===== src/rtl/rsp_cfg.svh =====
`ifndef RSP_CFG_SVH
`define RSP_CFG_SVH
// register byte addresses on the bus
`define ADDR_STKREG     12'h000
`define ADDR_TOP_LOW    12'h004
`define ADDR_TOP_HIGH   12'h008
`define ADDR_TOP_UPPER  12'h00c
`define ADDR_CTRL       12'h010
`define ADDR_LAST_PC    12'h014
// pointer register fields
`define FULL_BIT        7
`define UNF_BIT         6
`define PTR_MSB         4
// pointer limits
`define PTR_MAX         5'h1f
`define PTR_ZERO        5'h00
// control register: bit 0 overflow reset enable, reset value 1
`define CTRL_ORE_BIT    0
`define CTRL_RESET      1'b1
// program counter increment stored by the overflowing push
`define PC_STEP         21'h000002
`endif


===== src/rtl/rsp_pkg.sv =====
package rsp_pkg;
	typedef logic [4:0]  ptr_t;
	typedef logic [20:0] pc_t;
	typedef enum logic [2:0] {
		ST_IDLE  = 3'b001,
		ST_RESET = 3'b010,
		ST_HOLD  = 3'b100
	} ovf_state_e;
endpackage


===== src/rtl/stack_if.sv =====
`timescale 1ns/1ps
// write/read port between the pointer logic and the entry store
interface stack_if;
	logic [4:0]  wr_idx;
	logic        wr_en;
	logic [20:0] wr_data;
	logic [2:0]  byte_we;
	logic [7:0]  byte_data;
	logic [4:0]  rd_idx;
	logic [20:0] rd_data;
	modport ctrl  (output wr_idx, wr_en, wr_data, byte_we, byte_data,
		rd_idx, input rd_data);
	modport store (input wr_idx, wr_en, wr_data, byte_we, byte_data,
		rd_idx, output rd_data);
endinterface


===== src/rtl/return_stack_pointer_logic.sv =====
`timescale 1ns/1ps
`include "rsp_cfg.svh"
// Notes on behaviour
// - the pointer is five bits and covers 0 to 31.
// - a push bumps the pointer then writes; a pop reads then drops it.
// - the general reset (presetn) and the overflow reset bring the pointer to zero; power-on reset alone does not.
// - software may read and overwrite the pointer value.
// - the full flag sets after 31 pushes without a pop.
// - the full flag holds until software clears it or power-on reset.
// - with overflow reset on, push 31 stores pc+2, sets full, resets core.
// - with it off, push 31 sets full, pointer 31, later pushes ignored.
// - a pop at zero returns pc zero, sets underflow, pointer stays zero.
// - underflow holds until software clears it or power-on reset.
// - the underflow vector is not a reset and leaves registers alone.
// - the top entry is readable and writable as three byte registers.
// - the push instruction bumps the pointer and stores the current pc.
// - the pop instruction drops the top entry by decrementing.
// - full at bit 7, underflow bit 6, bit 5 zero, pointer in 4 to 0.
module return_stack_pointer_logic
	import rsp_pkg::*;
(
	input  wire logic        pclk,
	input  wire logic        presetn,
	input  wire logic        por_n,
	input  wire logic        psel,
	input  wire logic        penable,
	input  wire logic        pwrite,
	input  wire logic [11:0] paddr,
	input  wire logic [31:0] pwdata,
	output logic      [31:0] prdata,
	output logic             pready,
	output logic             pslverr,
	input  wire logic        push_req,
	input  wire logic        pop_req,
	input  wire logic [20:0] pc_in,
	output logic      [20:0] ret_pc,
	output logic             ret_valid,
	output logic             core_reset_req
);
	ptr_t       ptr_r;
	ptr_t       ptr_nxt;
	logic       full_r;
	logic       unf_r;
	logic       ore_r;
	pc_t        last_pc_r;
	ovf_state_e ovf_r;
	logic       acc;
	logic       wr_acc;
	logic       rd_acc;
	logic       unmapped;
	logic       do_push;
	logic       do_pop;
	logic       ovf_push;
	logic       ptr_wr;
	logic       full_clr;
	logic       unf_clr;
	logic       pop_unf;
	logic [31:0] rd_mux;

	stack_if sif ();

	stack_store u_store (
		.pclk    (pclk),
		.presetn (presetn),
		.sif     (sif)
	);

	// bus decode; every access completes in its first access cycle
	assign acc    = psel && penable;
	assign wr_acc = acc && pwrite;
	assign rd_acc = acc && !pwrite;
	always_comb begin
		if (paddr == `ADDR_STKREG)
			unmapped = 1'b0;
		else if (paddr == `ADDR_TOP_LOW)
			unmapped = 1'b0;
		else if (paddr == `ADDR_TOP_HIGH)
			unmapped = 1'b0;
		else if (paddr == `ADDR_TOP_UPPER)
			unmapped = 1'b0;
		else if (paddr == `ADDR_CTRL)
			unmapped = 1'b0;
		else if (paddr == `ADDR_LAST_PC)
			unmapped = 1'b0;
		else
			unmapped = 1'b1;
	end

	// core requests are ignored while the overflow reset is in flight
	assign do_push = push_req && !pop_req && ovf_r == ST_IDLE;
	assign do_pop  = pop_req && !push_req && ovf_r == ST_IDLE;
	assign ovf_push = do_push && ptr_r == (`PTR_MAX - 5'h01);
	assign pop_unf  = do_pop && ptr_r == `PTR_ZERO;
	assign ptr_wr   = wr_acc && paddr == `ADDR_STKREG;
	// writing zero clears, writing one keeps: clear-only bits
	assign full_clr = ptr_wr && !pwdata[`FULL_BIT];
	assign unf_clr  = ptr_wr && !pwdata[`UNF_BIT];

	// next pointer; core events win over a same-cycle software write
	always_comb begin
		ptr_nxt = ptr_r;
		if (ovf_r == ST_RESET) begin
			ptr_nxt = `PTR_ZERO;
		end else if (do_push) begin
			// a push at 31 is dropped, so a write cannot sneak in
			if (ptr_r != `PTR_MAX)
				ptr_nxt = ptr_r + 5'h01;
		end else if (do_pop) begin
			// a pop at zero keeps the pointer at zero
			if (ptr_r != `PTR_ZERO)
				ptr_nxt = ptr_r - 5'h01;
		end else if (ptr_wr) begin
			ptr_nxt = pwdata[`PTR_MSB:0];
		end
	end

	// pointer; saturates at 31 and at 0 through ptr_nxt
	always_ff @(posedge pclk or negedge presetn) begin
		if (!presetn)
			ptr_r <= `PTR_ZERO;
		else
			ptr_r <= ptr_nxt;
	end

	// store port: push writes at the bumped index, bytes at the top
	always_comb begin
		sif.wr_idx    = ptr_r;
		sif.wr_en     = 1'b0;
		sif.wr_data   = pc_in;
		sif.byte_we   = 3'b000;
		sif.byte_data = pwdata[7:0];
		sif.rd_idx    = ptr_r;
		if (do_push && ptr_r != `PTR_MAX) begin
			sif.wr_idx = ptr_r + 5'h01;
			sif.wr_en  = 1'b1;
			if (ovf_push && ore_r)
				sif.wr_data = pc_in + `PC_STEP;
		end else if (wr_acc) begin
			// top-entry byte writes hit the entry under the pointer
			sif.byte_we[0] = paddr == `ADDR_TOP_LOW;
			sif.byte_we[1] = paddr == `ADDR_TOP_HIGH;
			sif.byte_we[2] = paddr == `ADDR_TOP_UPPER;
		end
	end

	// full flag lives on power-on reset only; set beats clear
	always_ff @(posedge pclk or negedge por_n) begin
		if (!por_n)
			full_r <= 1'b0;
		else if (ovf_push)
			full_r <= 1'b1;
		else if (full_clr)
			full_r <= 1'b0;
	end

	// underflow flag, same retention as the full flag
	always_ff @(posedge pclk or negedge por_n) begin
		if (!por_n)
			unf_r <= 1'b0;
		else if (pop_unf)
			unf_r <= 1'b1;
		else if (unf_clr)
			unf_r <= 1'b0;
	end

	// overflow reset enable; configuration, so kept across core resets
	always_ff @(posedge pclk or negedge por_n) begin
		if (!por_n)
			ore_r <= `CTRL_RESET;
		else if (wr_acc && paddr == `ADDR_CTRL)
			ore_r <= pwdata[`CTRL_ORE_BIT];
	end

	// overflow sequencer: one-cycle core reset then zero the pointer
	always_ff @(posedge pclk or negedge presetn) begin
		if (!presetn) begin
			ovf_r <= ST_IDLE;
		end else begin
			case (ovf_r)
			ST_IDLE: begin
				if (ovf_push && ore_r)
					ovf_r <= ST_RESET;
			end
			ST_RESET: ovf_r <= ST_HOLD;
			ST_HOLD:  ovf_r <= ST_IDLE;
			default:  ovf_r <= ST_IDLE;
			endcase
		end
	end

	// reset request to the core, registered
	always_ff @(posedge pclk or negedge presetn) begin
		if (!presetn)
			core_reset_req <= 1'b0;
		else
			core_reset_req <= ovf_push && ore_r;
	end

	// return address; underflow returns zero and is no reset
	always_ff @(posedge pclk or negedge presetn) begin
		if (!presetn) begin
			ret_pc    <= 21'h000000;
			ret_valid <= 1'b0;
		end else begin
			ret_valid <= do_pop;
			if (pop_unf)
				ret_pc <= 21'h000000;
			else if (do_pop)
				ret_pc <= sif.rd_data;
		end
	end

	// last pushed pc, status aid for software
	always_ff @(posedge pclk or negedge presetn) begin
		if (!presetn)
			last_pc_r <= 21'h000000;
		else if (do_push)
			last_pc_r <= pc_in;
	end

	// read mux
	always_comb begin
		rd_mux = 32'h00000000;
		if (paddr == `ADDR_STKREG)
			rd_mux = {24'h000000, full_r, unf_r, 1'b0, ptr_r};
		else if (paddr == `ADDR_TOP_LOW)
			rd_mux = {24'h000000, sif.rd_data[7:0]};
		else if (paddr == `ADDR_TOP_HIGH)
			rd_mux = {24'h000000, sif.rd_data[15:8]};
		else if (paddr == `ADDR_TOP_UPPER)
			rd_mux = {27'h0000000, sif.rd_data[20:16]};
		else if (paddr == `ADDR_CTRL)
			rd_mux = {31'h00000000, ore_r};
		else if (paddr == `ADDR_LAST_PC)
			rd_mux = {11'h000, last_pc_r};
	end

	// answer registered: pready high in the cycle after setup
	always_ff @(posedge pclk or negedge presetn) begin
		if (!presetn) begin
			pready  <= 1'b0;
			pslverr <= 1'b0;
			prdata  <= 32'h00000000;
		end else begin
			pready  <= psel && !penable;
			pslverr <= psel && !penable && unmapped;
			if (psel && !penable && !pwrite)
				prdata <= rd_mux;
		end
	end

	// underflow pop keeps the pointer at zero
	a_unf_ptr_zero: assert property (@(posedge pclk)
		disable iff (!presetn)
		pop_unf |=> ptr_r == 5'h00 && unf_r)
		else $error("underflow pop moved pointer");
	// push increments, pop decrements
	a_push_incr: assert property (@(posedge pclk)
		disable iff (!presetn)
		do_push && ptr_r < 5'h1f && !ovf_push |=> ptr_r == $past(ptr_r) + 5'h01)
		else $error("push did not increment");
	a_pop_decr: assert property (@(posedge pclk)
		disable iff (!presetn)
		do_pop && ptr_r != 5'h00 |=> ptr_r == $past(ptr_r) - 5'h01)
		else $error("pop did not decrement");
	// the pushed pc lands in the new top entry
	a_push_store: assert property (@(posedge pclk)
		disable iff (!presetn)
		do_push && ptr_r != 5'h1f && !(ovf_push && ore_r)
		|=> sif.rd_data == $past(pc_in))
		else $error("push did not store pc");
	// a pop hands back the entry under the pointer
	a_pop_ret: assert property (@(posedge pclk)
		disable iff (!presetn)
		do_pop && ptr_r != 5'h00
		|=> ret_valid && ret_pc == $past(sif.rd_data))
		else $error("pop returned wrong entry");
	// general reset holds the pointer at zero
	a_reset_ptr: assert property (@(posedge pclk)
		!presetn |-> ptr_r == 5'h00)
		else $error("pointer not zero in reset");
	// software pointer write when no core event competes
	a_sw_ptr_wr: assert property (@(posedge pclk)
		disable iff (!presetn)
		ptr_wr && !do_push && !do_pop && ovf_r != ST_RESET
		|=> ptr_r == $past(pwdata[4:0]))
		else $error("pointer write lost");
	// overflow with reset on: pc plus two, one pulse, pointer zero
	a_ovf_reset: assert property (@(posedge pclk)
		disable iff (!presetn)
		ovf_push && ore_r |=> core_reset_req ##1 ptr_r == 5'h00)
		else $error("overflow reset sequence wrong");
	a_ovf_pc_step: assert property (@(posedge pclk)
		disable iff (!presetn)
		ovf_push && ore_r |=> sif.rd_data == $past(pc_in) + `PC_STEP)
		else $error("overflow entry not pc plus two");
	a_rst_pulse: assert property (@(posedge pclk)
		disable iff (!presetn)
		core_reset_req |=> !core_reset_req)
		else $error("core reset longer than one cycle");
	// overflow with reset off: pointer and entry 31 frozen
	a_ovf_sat: assert property (@(posedge pclk)
		disable iff (!presetn)
		ptr_r == 5'h1f && do_push && !ore_r |=> ptr_r == 5'h1f)
		else $error("saturated pointer moved");
	a_sat_no_write: assert property (@(posedge pclk)
		disable iff (!presetn)
		do_push && ptr_r == 5'h1f |-> !sif.wr_en)
		else $error("saturated push wrote an entry");
	// sticky flags: set by events, cleared by software or power-on
	a_full_set: assert property (@(posedge pclk)
		disable iff (!por_n)
		ovf_push |=> full_r)
		else $error("full flag not set");
	a_full_sticky: assert property (@(posedge pclk)
		disable iff (!por_n)
		full_r && !full_clr |=> full_r)
		else $error("full flag lost");
	a_full_clr: assert property (@(posedge pclk)
		disable iff (!por_n)
		full_clr && !ovf_push |=> !full_r)
		else $error("full flag not cleared");
	a_unf_sticky: assert property (@(posedge pclk)
		disable iff (!por_n)
		unf_r && !unf_clr |=> unf_r)
		else $error("underflow flag lost");
	a_unf_clr: assert property (@(posedge pclk)
		disable iff (!por_n)
		unf_clr && !pop_unf |=> !unf_r)
		else $error("underflow flag not cleared");
	// underflow return is zero and disturbs no register
	a_unf_ret_zero: assert property (@(posedge pclk)
		disable iff (!presetn)
		pop_unf |=> ret_valid && ret_pc == 21'h000000 && !core_reset_req)
		else $error("underflow return not zero");
	a_unf_no_reset: assert property (@(posedge pclk)
		disable iff (!presetn || !por_n)
		pop_unf && !wr_acc
		|=> $stable(ore_r) && $stable(full_r) && $stable(last_pc_r))
		else $error("underflow disturbed a register");
	// status register layout and bus answer timing
	a_stk_fmt: assert property (@(posedge pclk)
		disable iff (!presetn)
		psel && !penable && !pwrite && paddr == `ADDR_STKREG
		|=> prdata[31:8] == 24'h000000 && !prdata[5])
		else $error("status register layout wrong");
	a_pready_once: assert property (@(posedge pclk)
		disable iff (!presetn)
		psel && !penable |=> pready ##1 !pready)
		else $error("pready not a single access cycle");
endmodule


===== src/rtl/stack_store.sv =====
`timescale 1ns/1ps
// entry storage; reads are combinational so a pop sees the top at once
module stack_store
	import rsp_pkg::*;
(
	input wire logic pclk,
	input wire logic presetn,
	stack_if.store   sif
);
	logic [20:0] mem [0:31];

	genvar i;
	generate
		for (i = 0; i < 32; i++) begin : g_entry
			// whole-entry push or per-byte software write
			always_ff @(posedge pclk or negedge presetn) begin
				if (!presetn) begin
					mem[i] <= 21'h000000;
				end else if (sif.wr_idx == 5'(i)) begin
					if (sif.wr_en) begin
						mem[i] <= sif.wr_data;
					end else begin
						if (sif.byte_we[0])
							mem[i][7:0] <= sif.byte_data;
						if (sif.byte_we[1])
							mem[i][15:8] <= sif.byte_data;
						if (sif.byte_we[2])
							mem[i][20:16] <= sif.byte_data[4:0];
					end
				end
			end
		end
	endgenerate

	assign sif.rd_data = mem[sif.rd_idx];
endmodule


===== config.mk =====
export PLATFORM = sky130hd
export DESIGN_NAME = return_stack_pointer_logic
export DESIGN_NICKNAME = d
export VERILOG_FILES = /design/src/rtl/rsp_pkg.sv /design/src/rtl/stack_if.sv /design/src/rtl/return_stack_pointer_logic.sv /design/src/rtl/stack_store.sv
export VERILOG_INCLUDE_DIRS = /design/src /design/src/rtl
export SDC_FILE = /design/constraint.sdc
export NUM_CORES = 2
export LEC_CHECK = 0
export ABC_CLOCK_PERIOD_IN_PS = 4600
export BUFFER_PORTS_ARGS = -buffer_cell sky130_fd_sc_hd__buf_2
export CELL_PAD_IN_SITES_DETAIL_PLACEMENT = 1
export CELL_PAD_IN_SITES_GLOBAL_PLACEMENT = 2
export CORE_ASPECT_RATIO = 0.8
export CORE_MARGIN = 8
export CORE_UTILIZATION = 35
export CTS_BUF_LIST = sky130_fd_sc_hd__clkbuf_16
export CTS_CLUSTER_DIAMETER = 50
export CTS_CLUSTER_SIZE = 8
export DETAILED_ROUTE_END_ITERATION = 10
export HOLD_SLACK_MARGIN = 0.05
export PLACE_DENSITY = 0.73
export SLEW_MARGIN = 30
export SYNTH_ARGS = -nofsm -noshare
export SYNTH_HDL_FRONTEND = slang
export SYNTH_SLANG_ARGS = --single-unit
export TNS_END_PERCENT = 5

===== constraint.sdc =====
create_clock -name pclk -period 4.6 [get_ports pclk]
set_clock_uncertainty 0.1 [all_clocks]
set_input_delay 0 -clock pclk [delete_from_list [all_inputs] [get_ports pclk]]
set_output_delay 0 -clock pclk [all_outputs]
set_load 0.02 [all_outputs]

; Yosys cells after proc, flatten, opt, wreduce, memory -nomap -nowiden
; Index checks and enable logic that the tools add are counted.
[op_classes]
n_mux = 39
n_bitwise = 1
addsub = 3
n_lt_le_gt_ge = 1
n_eq_ne = 43
reduce_logical = 131
[op_table]
columns = op, n
row1 = 21-bit two-way mux, 13
row2 = 2-bit AND reduction, 96
row3 = 21-bit binary-select mux with 5-bit select, 1
row4 = 5-bit equality test (second input constant), 17
row5 = 5-bit by 4-bit equality test with 1-bit output (second input constant), 8
row6 = 5-bit two-way mux, 8
row7 = 12-bit by 4-bit equality test with 1-bit output (second input constant), 2
row8 = 12-bit by 5-bit equality test with 1-bit output (second input constant), 2
row9 = 21-bit by 2-bit adder with 21-bit output (second input constant), 1
row10 = 5-bit by 3-bit equality test with 1-bit output (second input constant), 4
row11 = 1-bit logical AND, 17
row12 = 8-bit two-way mux, 2
row13 = 12-bit by 3-bit equality test with 1-bit output (second input constant), 1
row14 = 12-bit logical NOT, 1
row15 = 2-bit nonzero test, 6
row16 = 1-bit two-way mux, 11
row17 = 5-bit by 2-bit equality test with 1-bit output (second input constant), 2
row18 = 5-bit logical NOT, 2
row19 = 3-bit two-way mux, 3
row20 = 6-bit greater-or-equal comparator (second input constant), 1
row21 = 1-bit logical NOT, 6
row22 = 5-bit NOT with 6-bit output, 1
row23 = 3-bit one-hot mux with 2 select lines, 1
row24 = 5-bit by 1-bit adder with 5-bit output (second input constant), 1
row25 = other kinds (11), 11
[word_totals]
reg_bits = 761
word_cells = 326
inputBits = 73
output_inout_bits = 57

; Depth between registers and ports, before layout
[depth]
word_depth = 8
depth_mapped = 14

; Cells and area by module
; Synthesis repeated with hierarchy kept, for this count alone.
[hier_totals]
hier_cells = 3556
area_unflattened_um2 = 34785.9
[by_module_without_submodules]
columns = module, area_per_inst_um2, cells_each, seq_area_each_um2, n_inst
row1 = stack_store, 30540.5, 3073, 16816.1, 1
row2 = return_stack_pointer_logic, 4245.3, 483, 1954.4, 1

; Worst setup path after synthesis
; OpenSTA, ideal clock, no wires.
[synth_path]
path_kind = reg-to-reg
start = register ptr_r[3]
end = register u_store.mem[0] (netlist name)
arrival_time_ns = 3.401
setup_slack_ns = 0.974
synth_period_minus_slack_ns = 3.626
stages_incl_launch_ff = 12
required_time_ns = 4.375
path_cell_list = dfrtp_1 > inv_2 > buf_1 > clkbuf_1 > nor3_1 > ha_1 > nor3_2 > mux2i_1 > buf_2 > nand3_1 > nor2_2 > mux2_2
[synth_between]
elab_chain_len = 6
elab_cells_between_ends = 15
classes_between = add/sub: 1 / eq/ne: 3 / mux: 6 / reduce/logical: 5
[synth_lines]
columns = item, line_no
row1 = from (decl), return_stack_pointer_logic.sv:40  ; ptr_t ptr_r;
row2 = from (signal assigned), return_stack_pointer_logic.sv:120  ; ptr_r <= `PTR_ZERO;
row3 = from (signal assigned), return_stack_pointer_logic.sv:122  ; ptr_r <= ptr_nxt;
row4 = branches (longest 6 deep; another with 5-bit by 1-bit adder with 5-bit output), -
row5 = "to (signal, indexed assignment)", stack_store.sv:21  ; mem[i] <= sif.wr_data;
row6 = "to (signal, indexed assignment)", stack_store.sv:24  ; mem[i][7:0] <= sif.byte_data;
row7 = "to (signal, indexed assignment)", stack_store.sv:26  ; mem[i][15:8] <= sif.byte_data;
row8 = to (decl), stack_store.sv:10  ; logic [20:0] mem [0:31];
; Several ways; the timed one is not identified.
; A chain may end at the register's enable or synchronous reset.

; Worst setup path after layout
[layout_path]
start = register ptr_r[0]
end = register prdata[5]
[layout_between]
elab_chain_len = 7
[layout_lines]
columns = item, line_no
row1 = 5-bit NOT with 6-bit output (not written as such) (*), stack_store.sv:35  ; assign sif.rd_data = mem[sif.rd_idx];
row2 = 21-bit binary-select mux with 5-bit select (*), stack_store.sv:35
row3 = 21-bit two-way mux (not written as such) (*) (2 in a row), stack_store.sv:35
row4 = 21-bit two-way mux, return_stack_pointer_logic.sv:228  ; else if (paddr == `ADDR_TOP_HIGH)
row5 = 21-bit two-way mux (*), return_stack_pointer_logic.sv:226  ; else if (paddr == `ADDR_TOP_LOW)
row6 = 21-bit two-way mux (*), return_stack_pointer_logic.sv:224  ; if (paddr == `ADDR_STKREG)
row7 = to (signal assigned), return_stack_pointer_logic.sv:248  ; prdata <= rd_mux;
row8 = to (decl), return_stack_pointer_logic.sv:30  ; output logic [31:0] prdata,
; Every way passes the cells marked *; elsewhere a longest branch is shown, timed or not. The select of a mux whose other input is x is not followed.

==> metrics.cfg <==
[drt]
vias = 22800
viasPerCell = 5.61
wl_per_cell_microns = 26.6
firstDrtPassIters = 5
antenna_left = 0
wl_microns = 108000
drc = 0
drtIter0Drc = 1411

[power]
p_int_uw = 17300
pwr-share-comb_pct = 32.5
power_frac_seq_pct = 39.4
p_sw_uw = 8470
clockPowerShare_pct = 28.1
power.density_nw_per_um2 = 622
ir_drop_uv = 385
leakage_uw = 0.0189
p_sw_share_pct = 32.9

[floorplan]
std_cell_rows = 104
die_w_microns = 372
core_area_sq_um = 101000
die_h_microns = 301
ios = 130
die-area_sq_um = 112000
start_util_pct = 35.3

[worst_setup_path]
critPathBufInv = 3
required_ns = 5.03
crit_arrival_ns = 4.64
timing.rr.end = prdata[5]
cp_top_family = buffers and inverters
crit_fanout = 23
rr_startpoint = ptr_r[0]
crit_path_max_incr_delay_ns = 0.74
critPathCaptureType = register
path_cells = buf_4 -> mux4_2 -> mux2_2 -> a221oi_1 -> a221oi_1 -> buf_4 -> a31oi_1 -> dlygate4sd3_1 -> o31ai_1
crit_type = reg -> reg
rr_worst_depth = 9
cp_slowest_cell = a221oi_1
r2r_setup_slack_ns = 0.39
start_kind = register

[logic_synthesis]
yosysSeqAreaShare_pct = 52.9
dominantRegCellSynth = dfrtp_1
yosys_warnings = 0
synth-seq-cells = 750
async_reset_ff_share_pct = 100
synth_cell_type_count = 85
synth_edf_count = 0
synthCells = 2506
synth_area_sq_um = 35500
syn-mean-instance-area_sq_um = 14.2

[run]
cap_violations = 0

[cts]
path_clk_slew_ns = 0.05
post_cts_buffers = 0
cts_made_buffers = 109
clockBufferDepth = 3
numClockSinks = 750
clockRootBuffer = clkbuf_16
cts-resized-gates = 0
holdBufCountCts = 74
clk_latency_ns = 0.67
h-tree-depth = 3
cts_tree = yes

[final_layout]
mostFrequentLayoutCells = dfrtp_1 (745), mux2_2 (669), nand2_1 (155), mux4_2 (147), clkbuf_16 (111)
fin_util_pct = 41.2
multiInputGateArea_sq_um = 15900
fill_cells = 10100
drive_gt1_share_pct = 45.0
final_common_cell = dfrtp_1
areaGrowthSynthToFinish_pct = 16.8
nets = 2765
finalNonFillerCells = 4061
area.sequential_sq_um = 18800

[grt]
grt_start_max_net_pins = 153
grt_pass1_vias = 25500
grt_use_total_pct = 19.3
antenna_found_initial = 1
grt-ovfl-total = 0
grt_pass1_wl_microns = 166000

[timing]
hold_violations = 0
max_freq_ghz = 0.237
report.final.slew_viol_count = 0
worst_hold_slack_ns = 0.102
worst_slack_ns = 0.387
rsz0062_at_grt = false
period_needed_ns = 4.21
fin_tns_setup_ns = 0
post-route-period-util_pct = 91.6
tightestPinTransition_ns = 0.963
slew_headroom_pct = 35.7
setup_violations = 0

[outcome]
outcome = completed

[place]
dp_cells = 3827
pre_cts_ws_ns = 0.747
gp_congestion = 0.825
hpwl_microns = 71900
numPortBuffers = 94

[hold_path]
min_from = pc_in[14]
min_path_cells = 4
hold_class = in -> reg
min_to = last_pc_r[14]

==> cells in the mapped netlist, types with 9 or more instances <==
| library cell | n | area share [%] |
|---|---|---|
| dfrtp_1 | 748 | 53 |
| mux2_2 | 669 | 21 |
| nand2_1 | 155 | 1.6 |
| mux4_2 | 147 | 9.3 |
| clkbuf_1 | 103 | 1.1 |
| nor2_1 | 60 | 0.63 |
| mux2i_1 | 59 | 1.7 |
| a21oi_1 | 39 | 0.55 |
| a22o_1 | 39 | 0.96 |
| buf_2 | 37 | 0.52 |
| nor2_2 | 36 | 0.63 |
| buf_4 | 31 | 0.66 |
| nand3_1 | 27 | 0.38 |
| inv_1 | 22 | 0.23 |
| nor3_1 | 20 | 0.28 |
| o21ai_0 | 17 | 0.24 |
| o221ai_1 | 17 | 0.42 |
| xnor2_1 | 17 | 0.42 |
| mux2_1 | 16 | 0.51 |
| a211oi_1 | 15 | 0.32 |
| a221oi_1 | 15 | 0.37 |
| buf_1 | 14 | 0.15 |
| a31oi_1 | 13 | 0.23 |
| nor2_4 | 13 | 0.41 |
| a22oi_1 | 10 | 0.21 |
| nor2b_1 | 10 | 0.18 |
| and3_1 | 9 | 0.16 |
==> worst max-delay path by stage <==
stage / endpoint / slack (ns) / start / cells past startpoint
6_report: prdata[5] / 0.39 / ptr_r[0] / 9
2_1_floorplan: u_store.mem[0] / 0.97 / ptr_r[3] / 11
5_1_grt: prdata[3] / 0.37 / ptr_r[0] / 8
3_5_place_dp: u_store.mem[312] / 0.75 / ptr_r[0] / 10
3_3_place_gp: u_store.mem[652] / 0.81 / ptr_r[0] / 11
4_1_cts: prdata[3] / 0.58 / ptr_r[0] / 8
==> stage by stage <==
stage / power (uW) / cell area (sq um)
after global placement: 18000 / 37600
after detailed placement: 18500 / 37600
after floorplan: 15400 / 35500
after global routing: 27100 / 41500
after CTS: 26000 / 41500
final: 25800 / 41500
==> layer usage <==
metal	vias up	GRT usage, %	wire length, microns
met2	700	29.7	48600
li1	9637	-	-
met5	-	0	0
met1	12300	27.0	48900
met3	200	4.62	7400
met4	0	6.25	3330
==> final cells by class <==
| cell class | count | share of cell area, % |
|---|---|---|
| flip-flops and latches | 750 | 45.3 |
| multi-input cells | 1553 | 38.3 |
| clock buffers | 111 | 6.70 |
| repair buffers | 249 | 4.70 |
| well taps | 1325 | 4.00 |
| clock inverters | 47 | 0.767 |
| inverters | 24 | 0.217 |
| diodes | 2 | 0.0121 |
==> flip-flops by register name, indices dropped and copies added, names as in the netlist <==
register / cells
pready: 1
core_reset_req: 1
ret_pc: 21
ore_r: 1
prdata: 21
u_store.mem: 672
unf_r: 1
ptr_r: 5
full_r: 1
pslverr: 1
ovf_r: 3
ret_valid: 1
last_pc_r: 21
==> power groups by stage <==
stage / logic (uW) / clock network, uW / registers, uW
final: 8380 / 7240 / 10200
after detailed placement: 8300 / 0 / 10200
after CTS: 8400 / 7420 / 10200
after floorplan: 5570 / 0 / 9820
after global routing: 8920 / 7680 / 10500
after global placement: 8050 / 0 / 9950
==> worst reg2reg max path, delay by kind of cell (launching register included) <==
| family | cells | cell delay [ns] |
|---|---|---|
| buffers and inverters | 3 | 1.31 |
| AO/OA/AOI/OAI | 4 | 1.17 |
| multiplexers | 2 | 0.95 |
| flip-flops | 1 | 0.54 |
==> kinds of logic (layout without fill, tap and decap cells) <==
family | count (synthesis) | after routing | synth area share (%)
other | 1 | 13 | 0.0106
adders and majority gates | 5 | 5 | 0.176
xor gates and xnor gates | 18 | 18 | 0.444
AOI/OAI and AO/OA | 229 | 229 | 4.92
and+or+nand+nor | 391 | 391 | 5.68
DFF | 750 | 750 | 52.9
buffers and inverters | 213 | 431 | 2.81
muxes | 899 | 899 | 33.1
No activity file was read; power rests on OpenSTA's default activity.
